==> config.mk <==
export PLATFORM = sky130hd
export DESIGN_NAME = pmc_regs
export DESIGN_NICKNAME = d
export VERILOG_FILES = /design/src/rtl/pmc_pkg.sv /design/src/rtl/pmc_regs.sv /design/src/rtl/pmc_edge_monitor.sv /design/src/rtl/pmc_err_counter.sv
export SDC_FILE = /design/constraint.sdc
export NUM_CORES = 1
export LEC_CHECK = 0
export BUFFER_PORTS_ARGS = -buffer_cell sky130_fd_sc_hd__buf_2
export CAP_MARGIN = 25
export CORE_MARGIN = 2
export CORE_UTILIZATION = 53
export CTS_CLUSTER_SIZE = 25
export DETAILED_ROUTE_END_ITERATION = 12
export PLACE_DENSITY = 0.75
export SYNTH_ARGS = -nofsm -noshare
export SYNTH_HDL_FRONTEND = slang
export SYNTH_SLANG_ARGS = --single-unit
==> constraint.sdc <==
create_clock -name core_clk -period 4.9 [get_ports core_clk]
set_input_delay 0.735 -clock core_clk [delete_from_list [all_inputs] [get_ports core_clk]]
set_output_delay 0.735 -clock core_clk [all_outputs]
set_load 0.02 [all_outputs]
==> src/rtl/pmc_pkg.sv <==
package pmc_pkg;

   // Register offsets on the 8-bit processor bus
   localparam logic [7:0] OFS_MASTER_RESET   = 8'h00;
   localparam logic [7:0] OFS_DEVICE_CONFIG  = 8'h01;
   localparam logic [7:0] OFS_IRQ_SUMMARY    = 8'h02;
   localparam logic [7:0] OFS_CLOCK_ACTIVITY = 8'h04;
   localparam logic [7:0] OFS_MASTER_CONTROL = 8'h05;
   localparam logic [7:0] OFS_TX_SYNTH       = 8'h06;
   localparam logic [7:0] OFS_RX_RECOVERY    = 8'h07;
   localparam logic [7:0] OFS_RX_SECT_CTRL   = 8'h10;
   localparam logic [7:0] OFS_RX_SECT_STAT   = 8'h11;
   localparam logic [7:0] OFS_PARITY_CNT_LO  = 8'h12;
   localparam logic [7:0] OFS_PARITY_CNT_HI  = 8'h13;

   // Bit positions
   localparam int BIT_SOFT_RESET   = 7;
   localparam int BIT_AUTO_FAR     = 6;
   localparam int BIT_AUTO_LINE    = 5;
   localparam int BIT_AUTO_PATH    = 4;
   localparam int BIT_TX_CA_POL    = 3;
   localparam int BIT_RX_CA_POL    = 2;
   localparam int BIT_SERIAL_POL   = 1;
   localparam int BIT_CDL_IRQ_EN   = 7;
   localparam int BIT_CDL_STATUS   = 6;
   localparam int BIT_FIXED_PTR    = 5;
   localparam int BIT_LINE_LOOP    = 2;
   localparam int BIT_DIAG_LOOP    = 1;
   localparam int BIT_LOOP_TIMING  = 0;
   localparam int BIT_UNLOCK_STAT  = 3;
   localparam int BIT_UNLOCK_IRQEN = 1;
   localparam int BIT_REF_SEL      = 0;
   localparam int BIT_DESCR_DIS    = 6;
   localparam int BIT_FORCE_RESYNC = 5;

   // Reset values
   localparam logic [7:0] RST_MASTER_RESET  = 8'h30;
   localparam logic [7:0] RST_MASTER_CTRL   = 8'h20;
   localparam logic [7:0] RST_ZERO          = 8'h00;
   localparam logic [2:0] RST_TYPE_CODE     = 3'h0;  // Arbitrary value
   localparam logic [3:0] RST_REVISION_CODE = 4'h0;  // Arbitrary value

   // Timing: bit periods without transitions before receive unlock
   localparam int NO_TRANSITION_BITS = 80;
   localparam int LOCK_TOL_PPM       = 244;
   localparam int FIXED_POINTER      = 522;
   localparam logic [9:0] FIXED_PTR_VALUE = 10'h20a;

   // Raw events from the sonet datapath, one-cycle pulses or levels
   typedef struct packed {
      logic tx_unlock;      // Level: synthesizer unlocked
      logic rx_unlock;      // Level: recovery unlocked or idle input
      logic cell_delin_loss; // Level: cell delineation lost
      logic signal_loss;    // Level
      logic frame_loss;     // Level
      logic frame_slip;     // Level (out of frame)
      logic parity_err;     // Pulse: section parity error
      logic ident_err;      // Pulse: identification bytes out of order
      logic line_path_err;  // Pulse: line or path parity error
      logic line_ais;       // Level
      logic ptr_loss;       // Level
      logic path_ais;       // Level
   } pmc_events_t;

   // Control outputs into the datapath
   typedef struct packed {
      logic       far_error_insert;
      logic       line_defect_insert;
      logic       path_defect_insert;
      logic       tx_cell_avail_polarity;
      logic       rx_cell_avail_polarity;
      logic       serial_in_polarity;
      logic       fixed_pointer_en;
      logic       line_loopback_en;
      logic       diag_loopback_en;
      logic [1:0] tx_clk_sel;
      logic       tx_ref_freq_sel;
      logic       rx_ref_freq_sel;
      logic       descrambler_disable;
      logic       force_framer_resync;
      logic       framing_reset;
      logic       counter_poll;
   } pmc_ctrl_t;

   // Transmit clock source choices
   localparam logic [1:0] TXCLK_SYNTH     = 2'h0;
   localparam logic [1:0] TXCLK_RECOVERED = 2'h1;
   localparam logic [1:0] TXCLK_RX_REF    = 2'h2;

endpackage

==> src/rtl/pmc_regs.sv <==
`timescale 1ns/100ps
module pmc_regs
   import pmc_pkg::*;
(
   // Clock and reset
   input  wire logic        core_clk,
   input  wire logic        rst,
   // Processor bus
   input  wire logic [7:0]  addr,
   input  wire logic [7:0]  wr_data,
   input  wire logic        wr_en,
   input  wire logic        rd_en,
   output logic      [7:0]  rd_data,
   // Datapath events and sub-block interrupt levels
   input  wire pmc_events_t events,
   input  wire logic [4:0]  block_irq,
   input  wire logic        rx_recovery_bypass,
   // Foreign clock pins
   input  wire logic        rx_ref_clk,
   input  wire logic        tx_ref_clk,
   input  wire logic        rx_out_clk,
   input  wire logic        tx_out_clk,
   // Controls and interrupt
   output pmc_ctrl_t        ctrl,
   output logic             irq_out_n
);

   // Software-written control state
   logic       soft_reset_bit;       // Holds framing in standby
   logic [6:1] config_bits;          // Auto inserts and polarities
   logic       cell_delin_loss_irq_en;
   logic       fixed_pointer_en;
   logic [2:0] loop_bits;            // Line, diag, loop timing
   logic [1:0] tx_synth_bits;        // Irq enable, ref select
   logic [1:0] rx_recov_bits;        // Irq enable, ref select
   logic       descrambler_disable;
   logic [3:0] section_irq_en;       // Parity, LOS, LOF, OOF

   // Sticky latches
   logic       tx_unlock_irq;
   logic       cell_delin_loss_irq;
   logic       rx_unlock_irq;
   logic [4:0] sect_latch;           // Ident, parity, LOS, LOF, OOF changes

   // Previous alarm levels for change detect
   logic       prev_cdl;
   logic [2:0] prev_sect;            // LOS, LOF, OOF
   logic       prev_tx_unlock;
   logic       prev_rx_unlock;

   // Decoded bus strobes
   wire        wr_master  = wr_en && addr == OFS_MASTER_RESET;
   wire        wr_config  = wr_en && addr == OFS_DEVICE_CONFIG;
   wire        wr_mctrl   = wr_en && addr == OFS_MASTER_CONTROL;
   wire        wr_txs     = wr_en && addr == OFS_TX_SYNTH;
   wire        wr_rxr     = wr_en && addr == OFS_RX_RECOVERY;
   wire        wr_sctrl   = wr_en && addr == OFS_RX_SECT_CTRL;
   wire        wr_cnt     = wr_en && (addr == OFS_PARITY_CNT_LO || addr == OFS_PARITY_CNT_HI);
   wire        rd_summary = rd_en && addr == OFS_IRQ_SUMMARY;
   wire        rd_clkmon  = rd_en && addr == OFS_CLOCK_ACTIVITY;
   wire        rd_sstat   = rd_en && addr == OFS_RX_SECT_STAT;

   wire        poll = wr_cnt | wr_master;

   // Event edges
   wire [2:0]  live_sect = {events.signal_loss, events.frame_loss, events.frame_slip};
   wire [2:0]  sect_chg  = live_sect ^ prev_sect;
   wire        cdl_chg   = events.cell_delin_loss ^ prev_cdl;
   wire        tx_ul_set = events.tx_unlock & ~prev_tx_unlock;
   wire        rx_ul_set = events.rx_unlock & ~prev_rx_unlock;
   wire [4:0]  sect_set  = {events.ident_err, events.parity_err, sect_chg};

   // Clock monitors and counter
   wire [3:0]  clk_seen;
   wire [15:0] section_parity_count;

   genvar gi;
   generate
      for (gi = 0; gi < 4; gi++) begin : g_mon
         pmc_edge_monitor u_mon (
            .core_clk (core_clk),
            .rst      (rst),
            .mon_clk  (gi == 3 ? rx_ref_clk : gi == 2 ? tx_ref_clk :
                       gi == 1 ? rx_out_clk : tx_out_clk),
            .clear    (rd_clkmon),
            .seen     (clk_seen[gi])
         );
      end
   endgenerate

   pmc_err_counter #(.WIDTH(16)) u_cnt (
      .core_clk (core_clk),
      .rst      (rst),
      .err      (events.parity_err),
      .poll     (poll),
      .held     (section_parity_count)
   );

   // Read mux
   logic [7:0] next_rd_data;
   always_comb begin
      next_rd_data = 8'h00;
      unique case (addr)
         OFS_MASTER_RESET:   next_rd_data = {soft_reset_bit, RST_TYPE_CODE, RST_REVISION_CODE};
         OFS_DEVICE_CONFIG:  next_rd_data = {1'b0, config_bits, 1'b0};
         OFS_IRQ_SUMMARY:    next_rd_data = {tx_unlock_irq, cell_delin_loss_irq,
                                             rx_unlock_irq, block_irq};
         OFS_CLOCK_ACTIVITY: next_rd_data = {4'h0, clk_seen};
         OFS_MASTER_CONTROL: next_rd_data = {cell_delin_loss_irq_en, events.cell_delin_loss,
                                             fixed_pointer_en, 2'b00, loop_bits};
         OFS_TX_SYNTH:       next_rd_data = {4'h0, events.tx_unlock, 1'b0, tx_synth_bits};
         OFS_RX_RECOVERY:    next_rd_data = {4'h0, events.rx_unlock, 1'b0, rx_recov_bits};
         // Force bit is write-only, reads zero
         OFS_RX_SECT_CTRL:   next_rd_data = {1'b0, descrambler_disable, 2'b00, section_irq_en};
         OFS_RX_SECT_STAT:   next_rd_data = {sect_latch, live_sect};
         OFS_PARITY_CNT_LO:  next_rd_data = section_parity_count[7:0];
         OFS_PARITY_CNT_HI:  next_rd_data = section_parity_count[15:8];
         default:            next_rd_data = 8'h00;
      endcase
   end

   // Registered read data
   always_ff @(posedge core_clk) begin
      if (rst) rd_data <= 8'h00;
      else     rd_data <= next_rd_data;
   end

   // Software writes
   always_ff @(posedge core_clk) begin
      if (rst) begin
         soft_reset_bit         <= RST_MASTER_RESET[BIT_SOFT_RESET];
         config_bits            <= RST_ZERO[6:1];
         cell_delin_loss_irq_en <= RST_MASTER_CTRL[BIT_CDL_IRQ_EN];
         fixed_pointer_en       <= RST_MASTER_CTRL[BIT_FIXED_PTR];
         loop_bits              <= RST_MASTER_CTRL[2:0];
         tx_synth_bits          <= RST_ZERO[1:0];
         rx_recov_bits          <= RST_ZERO[1:0];
         descrambler_disable    <= RST_ZERO[BIT_DESCR_DIS];
         section_irq_en         <= RST_ZERO[3:0];
      end else begin
         if (wr_master) soft_reset_bit <= wr_data[BIT_SOFT_RESET];
         if (wr_config) config_bits <= wr_data[6:1];
         if (wr_mctrl) begin
            cell_delin_loss_irq_en <= wr_data[BIT_CDL_IRQ_EN];
            fixed_pointer_en       <= wr_data[BIT_FIXED_PTR];
            loop_bits              <= wr_data[2:0];
         end
         if (wr_txs) tx_synth_bits <= wr_data[1:0];
         if (wr_rxr) rx_recov_bits <= wr_data[1:0];
         if (wr_sctrl) begin
            descrambler_disable <= wr_data[BIT_DESCR_DIS];
            section_irq_en      <= wr_data[3:0];
         end
      end
   end

   // Sticky latches, set wins over read clear
   always_ff @(posedge core_clk) begin
      if (rst) begin
         tx_unlock_irq       <= 1'b0;
         cell_delin_loss_irq <= 1'b0;
         rx_unlock_irq       <= 1'b0;
         sect_latch          <= 5'h00;
         prev_cdl            <= 1'b0;
         prev_sect           <= 3'h0;
         prev_tx_unlock      <= 1'b0;
         prev_rx_unlock      <= 1'b0;
      end else begin
         tx_unlock_irq       <= tx_ul_set | (tx_unlock_irq & ~rd_summary);
         cell_delin_loss_irq <= cdl_chg | (cell_delin_loss_irq & ~rd_summary);
         rx_unlock_irq       <= rx_ul_set | (rx_unlock_irq & ~rd_summary);
         sect_latch          <= sect_set | (sect_latch & {5{~rd_sstat}});
         prev_cdl            <= events.cell_delin_loss;
         prev_sect           <= live_sect;
         prev_tx_unlock      <= events.tx_unlock;
         prev_rx_unlock      <= events.rx_unlock;
      end
   end

   // Pending enabled interrupts; ident latch has no enable so it is always live
   wire sect_pending = sect_latch[4] | |(sect_latch[3:0] & section_irq_en);
   wire any_pending  = (tx_unlock_irq & tx_synth_bits[BIT_UNLOCK_IRQEN])
                     | (rx_unlock_irq & rx_recov_bits[BIT_UNLOCK_IRQEN])
                     | (cell_delin_loss_irq & cell_delin_loss_irq_en)
                     | sect_pending | |block_irq;

   // Transmit clock choice
   wire [1:0] tx_src = !loop_bits[BIT_LOOP_TIMING] ? TXCLK_SYNTH :
                       rx_recovery_bypass ? TXCLK_RX_REF : TXCLK_RECOVERED;

   // Registered controls and interrupt pin
   always_ff @(posedge core_clk) begin
      if (rst) begin
         ctrl      <= '0;
         irq_out_n <= 1'b1;
      end else begin
         irq_out_n <= ~any_pending;
         ctrl.far_error_insert       <= config_bits[BIT_AUTO_FAR] & events.line_path_err;
         ctrl.line_defect_insert     <= config_bits[BIT_AUTO_LINE] &
                                        (events.signal_loss | events.frame_loss | events.line_ais);
         ctrl.path_defect_insert     <= config_bits[BIT_AUTO_PATH] &
                                        (events.signal_loss | events.frame_loss | events.line_ais |
                                         events.ptr_loss | events.path_ais |
                                         events.cell_delin_loss);
         ctrl.tx_cell_avail_polarity <= config_bits[BIT_TX_CA_POL];
         ctrl.rx_cell_avail_polarity <= config_bits[BIT_RX_CA_POL];
         ctrl.serial_in_polarity     <= config_bits[BIT_SERIAL_POL];
         ctrl.fixed_pointer_en       <= fixed_pointer_en;
         ctrl.line_loopback_en       <= loop_bits[BIT_LINE_LOOP];
         ctrl.diag_loopback_en       <= loop_bits[BIT_DIAG_LOOP];
         ctrl.tx_clk_sel             <= tx_src;
         ctrl.tx_ref_freq_sel        <= tx_synth_bits[BIT_REF_SEL];
         ctrl.rx_ref_freq_sel        <= rx_recov_bits[BIT_REF_SEL];
         ctrl.descrambler_disable    <= descrambler_disable;
         ctrl.force_framer_resync    <= wr_sctrl & wr_data[BIT_FORCE_RESYNC];
         ctrl.framing_reset          <= soft_reset_bit;
         ctrl.counter_poll           <= wr_master;
      end
   end
endmodule

==> src/rtl/pmc_edge_monitor.sv <==
`timescale 1ns/100ps
// Sticky activity flag for a foreign clock, sampled through two flops
module pmc_edge_monitor
   import pmc_pkg::*;
(
   // Clock and reset
   input  wire logic core_clk,
   input  wire logic rst,
   // Monitored clock pin and clear strobe
   input  wire logic mon_clk,
   input  wire logic clear,
   // Sticky flag
   output logic      seen
);

   logic sync_a;   // First synchroniser stage
   logic sync_b;   // Second stage
   logic sync_c;   // Delayed copy for edge detect
   wire  rise = sync_b & ~sync_c;

   // Synchroniser; monitored clock must be well below core rate
   always_ff @(posedge core_clk) begin
      if (rst) begin
         sync_a <= 1'b0;
         sync_b <= 1'b0;
         sync_c <= 1'b0;
      end else begin
         sync_a <= mon_clk;
         sync_b <= sync_a;
         sync_c <= sync_b;
      end
   end

   // Set wins over the read clear
   always_ff @(posedge core_clk) begin
      if (rst) begin
         seen <= 1'b0;
      end else begin
         seen <= rise | (seen & ~clear);
      end
   end
endmodule

==> src/rtl/pmc_err_counter.sv <==
`timescale 1ns/100ps
// Saturating error counter with lossless poll into a holding register
module pmc_err_counter
   import pmc_pkg::*;
#(
   parameter int WIDTH = 16
)(
   // Clock and reset
   input  wire logic             core_clk,
   input  wire logic             rst,
   // Error pulse and poll strobe
   input  wire logic             err,
   input  wire logic             poll,
   // Held count for software
   output logic [WIDTH-1:0]      held
);

   logic [WIDTH-1:0] count;   // Running accumulator
   wire              at_max = &count;
   wire [WIDTH-1:0]  bumped = at_max ? count : count + 1'b1;

   // Poll copies and restarts; a coincident error counts into the new period
   always_ff @(posedge core_clk) begin
      if (rst) begin
         count <= '0;
         held  <= '0;
      end else if (poll) begin
         held  <= count;
         count <= err ? {{(WIDTH-1){1'b0}}, 1'b1} : '0;
      end else begin
         count <= err ? bumped : count;
      end
   end
endmodule

==> impl_metrics.toml <==
[yosys]
ys_types = 51
netlist_area_mm2 = 0.00447
synth_fp_nets = 524
synth_top_area_share_pct = 48.8
async_flop_share_pct = 0
synth_area_leaders = "dfxtp_1 49%, mux2i_1 8.5%, nor2_1 6.0%"
yosys_warnings = 0
synth-seq-cells = 109
ys.flop_type = "dfxtp_1"
synthCells = 481
syn-mean-instance-area_um2 = 9.30
synth_edf_count = 0
yosysTopAreaCell = "dfxtp_1"
synth_seq_area_share_pct = 48.8

[job]
max_cap_violations = 0

[global_route]
grt_pass1_vias = 3283
grt.overflow.total = 0
grt_max_degree = 50
grt_usage_pct = 24.7
antenna_found_initial = 0
grt_pass1_wl_um = 17100

[worst_hold_path]
hp-class = "reg2reg"

[floorplanning]
core_area_mm2 = 0.00822
die_w_um = 95.9
initial_core_util_pct = 54.4
std_cell_rows = 33
die_h_um = 95.9
io_pins = 68
dieArea_mm2 = 0.00919

[timing]
tightestPinTransition_ps = 832
finClkSkew_ps = 10.8
period_minus_slack_ps = 2690
relSlewSlack_pct = 44.5
hold_ws_ps = 445
rsz0062_at_grt = "false"
setup_viol = 0
finalMaxSlewViolations = 0
hold_viol_final = 0
finalSetupTns_ps = 0
min_period_over_period_pct = 55.0
fmax_mhz = 371

[clock_tree]
cts_buffers = 9
clk_path_buf_depth = 2
cts.sinks = 109
tritoncts = "done"
htreeDepth = 3
worst_skew_pair.late_latency_ps = 370
cts-hold-fix-buffers = 0
postCtsSetupRepairBufs = 0
cts_root_buffer = "clkbuf_8"
cts_resized = 0
clkSlewWorstSetupHoldPaths_ps = 100

[power]
p_int_mw = 1.13
switchingPower_mw = 0.391
vdd.ir_drop.worst_v = 0.000144
p_comb_share_pct = 6.8
leakagePower_nw = 2.05
seqPwrFrac_pct = 60.1
power.density_mw_per_mm2 = 303
pwr-share-clk_pct = 33.1
total_power_mw = 1.52
swShare_pct = 25.7

[setup_path]
crit_slowest_cell = "buf_2"
crit_type = "in2reg"
critPathMaxStageDelay_ps = 590
crit_chain = "buf_2 -> and2_1 -> o2111ai_2 -> buf_4 -> mux2_2 -> a22oi_1 -> nor2_1"
cp.required_ps = 5130
cp-end-kind = "flip-flop"
cp.buffers_inverters = 2
crit_fanout = 39
start_kind = "input pin"
r2r_slack_ps = 3020
cp_top_family = "buffers and inverters"
arrival_ps = 2930

[layout]
drive_gt1_share_pct = 18.9
finalNetCount = 578
fill_cells = 743
multi_input_area_mm2 = 0.00218
area_growth_pct = 12.3
seq_area_mm2 = 0.00218
antenna_cells = 0

[drt]
wl_per_cell_um = 17.0
vias = 3657
drt_wl_total_um = 11000
initialDrtViolationCount = 215
drc = 0
ant_nets = 0
dr.pass1.iters = 4
routed_via_density = 5.67

[placement]
gp_congestion = 0.950
io_buffers = 67
hpwl_um = 7960

[outcome]
status = "finished clean"
[power by group through the flow]
stage	Sequential (mW)	Combinational, mW	Clock (mW)
2_1_floorplan	0.930	0.0636	0
3_3_place_gp	0.934	0.100	0
3_5_place_dp	0.934	0.102	0
4_1_cts	0.914	0.103	0.509
5_1_grt	0.916	0.113	0.548
6_report	0.914	0.103	0.503
[cell type report]
cell class,instances,area share [%]
multi-input cells,344,43.3
repair buffers,69,6.98
clock inverters,7,0.997
well taps,105,2.62
flip-flops and latches,109,43.4
clock buffers,9,2.47
inverters,2,0.149
[per-layer routing]
layer	part of all wire (%)	track usage, %	up-vias
li1	-	-	1811
met2	43	38.0	139
met3	6.9	5.64	24
met5	0	0	-
met1	48	34.6	1683
met4	2.0	7.62	0
[cell usage in the layout, fill, tap and decap left out, types with 8 or more instances in the layout]
| cell type | n |
|---|---|
| o21ai_0 | 8 |
| nor2_1 | 71 |
| buf_2 | 67 |
| nand3_1 | 16 |
| mux2_2 | 8 |
| mux2i_1 | 38 |
| nor3_1 | 17 |
| a21oi_1 | 25 |
| clkbuf_8 | 9 |
| nand2_1 | 30 |
| dfxtp_1 | 109 |
| xnor2_1 | 9 |
| nor2b_1 | 35 |
| nand4_1 | 14 |
[final timing paths]
kind	startpoint	depth (start not counted)	to
setup / recovery	addr[1]	7	u_cnt.count[0]$_SDFFE_PP0P_
hold / removal	g_mon[1].u_mon.sync_a$_SDFF_PP0_	1	g_mon[1].u_mon.sync_b$_SDFF_PP0_
setup reg to reg	u_cnt.count[6]$_SDFFE_PP0P_	5	u_cnt.count[0]$_SDFFE_PP0P_
hold reg to reg	g_mon[1].u_mon.sync_a$_SDFF_PP0_	1	g_mon[1].u_mon.sync_b$_SDFF_PP0_
[flip-flops by register name, summed over array words and instances (netlist names), 2 cells and up]
name,cells
sect_latch,5
g_mon.u_mon.sync_c,4
u_cnt.held,16
ctrl,17
u_cnt.count,16
rd_data,8
tx_synth_bits,2
config_bits,6
prev_sect,3
rx_recov_bits,2
g_mon.u_mon.seen,4
g_mon.u_mon.sync_b,4
loop_bits,3
g_mon.u_mon.sync_a,4
section_irq_en,4
[kinds of logic after synthesis]
| family | count (synthesis) | share of synthesized area (%) |
|---|---|---|
| flops | 109 | 48.8 |
| buf+inv | 28 | 2.69 |
| simple gates | 219 | 25.3 |
| mux | 47 | 11.0 |
| xor+xnor | 14 | 2.74 |
| fa+ha+maj | 1 | 0.280 |
| compound gates | 63 | 9.15 |
[per-stage QoR]
| step | area (um^2) | util (%) | worst slack (ps) | cells |
|---|---|---|---|---|
| global route | 5020 | 61.1 | 2100 | 645 |
| finish | 5020 | 61.1 | 2210 | 645 |
| detailed placement | 4850 | 59.0 | 1900 | 629 |
| CTS | 5020 | 61.1 | 2290 | 645 |
| floorplan | 4470 | - | 2780 | 481 |
| global placement | 4850 | 59.0 | 1960 | 629 |
[worst reg2reg max path, delay by kind of cell (launching register included)]
family	cells	cell delay, ps
compound gates	1	80
flops	1	500
mux	1	280
simple gates	3	960
[cells in the mapped netlist (5+ instances only)]
cell	n
a31oi_1	5
o21ai_0	8
mux2_2	8
nand2_1	30
nand3_1	16
a21oi_1	25
nor3_1	17
dfxtp_1	109
mux2i_1	38
buf_2	6
nand2b_1	5
nand4_1	14
nor2_1	71
xnor2_1	9
nor3b_1	5
a22o_1	5
clkbuf_1	15
nor2b_1	35
xor2_1	5
(Power assumes the default switching activity.)
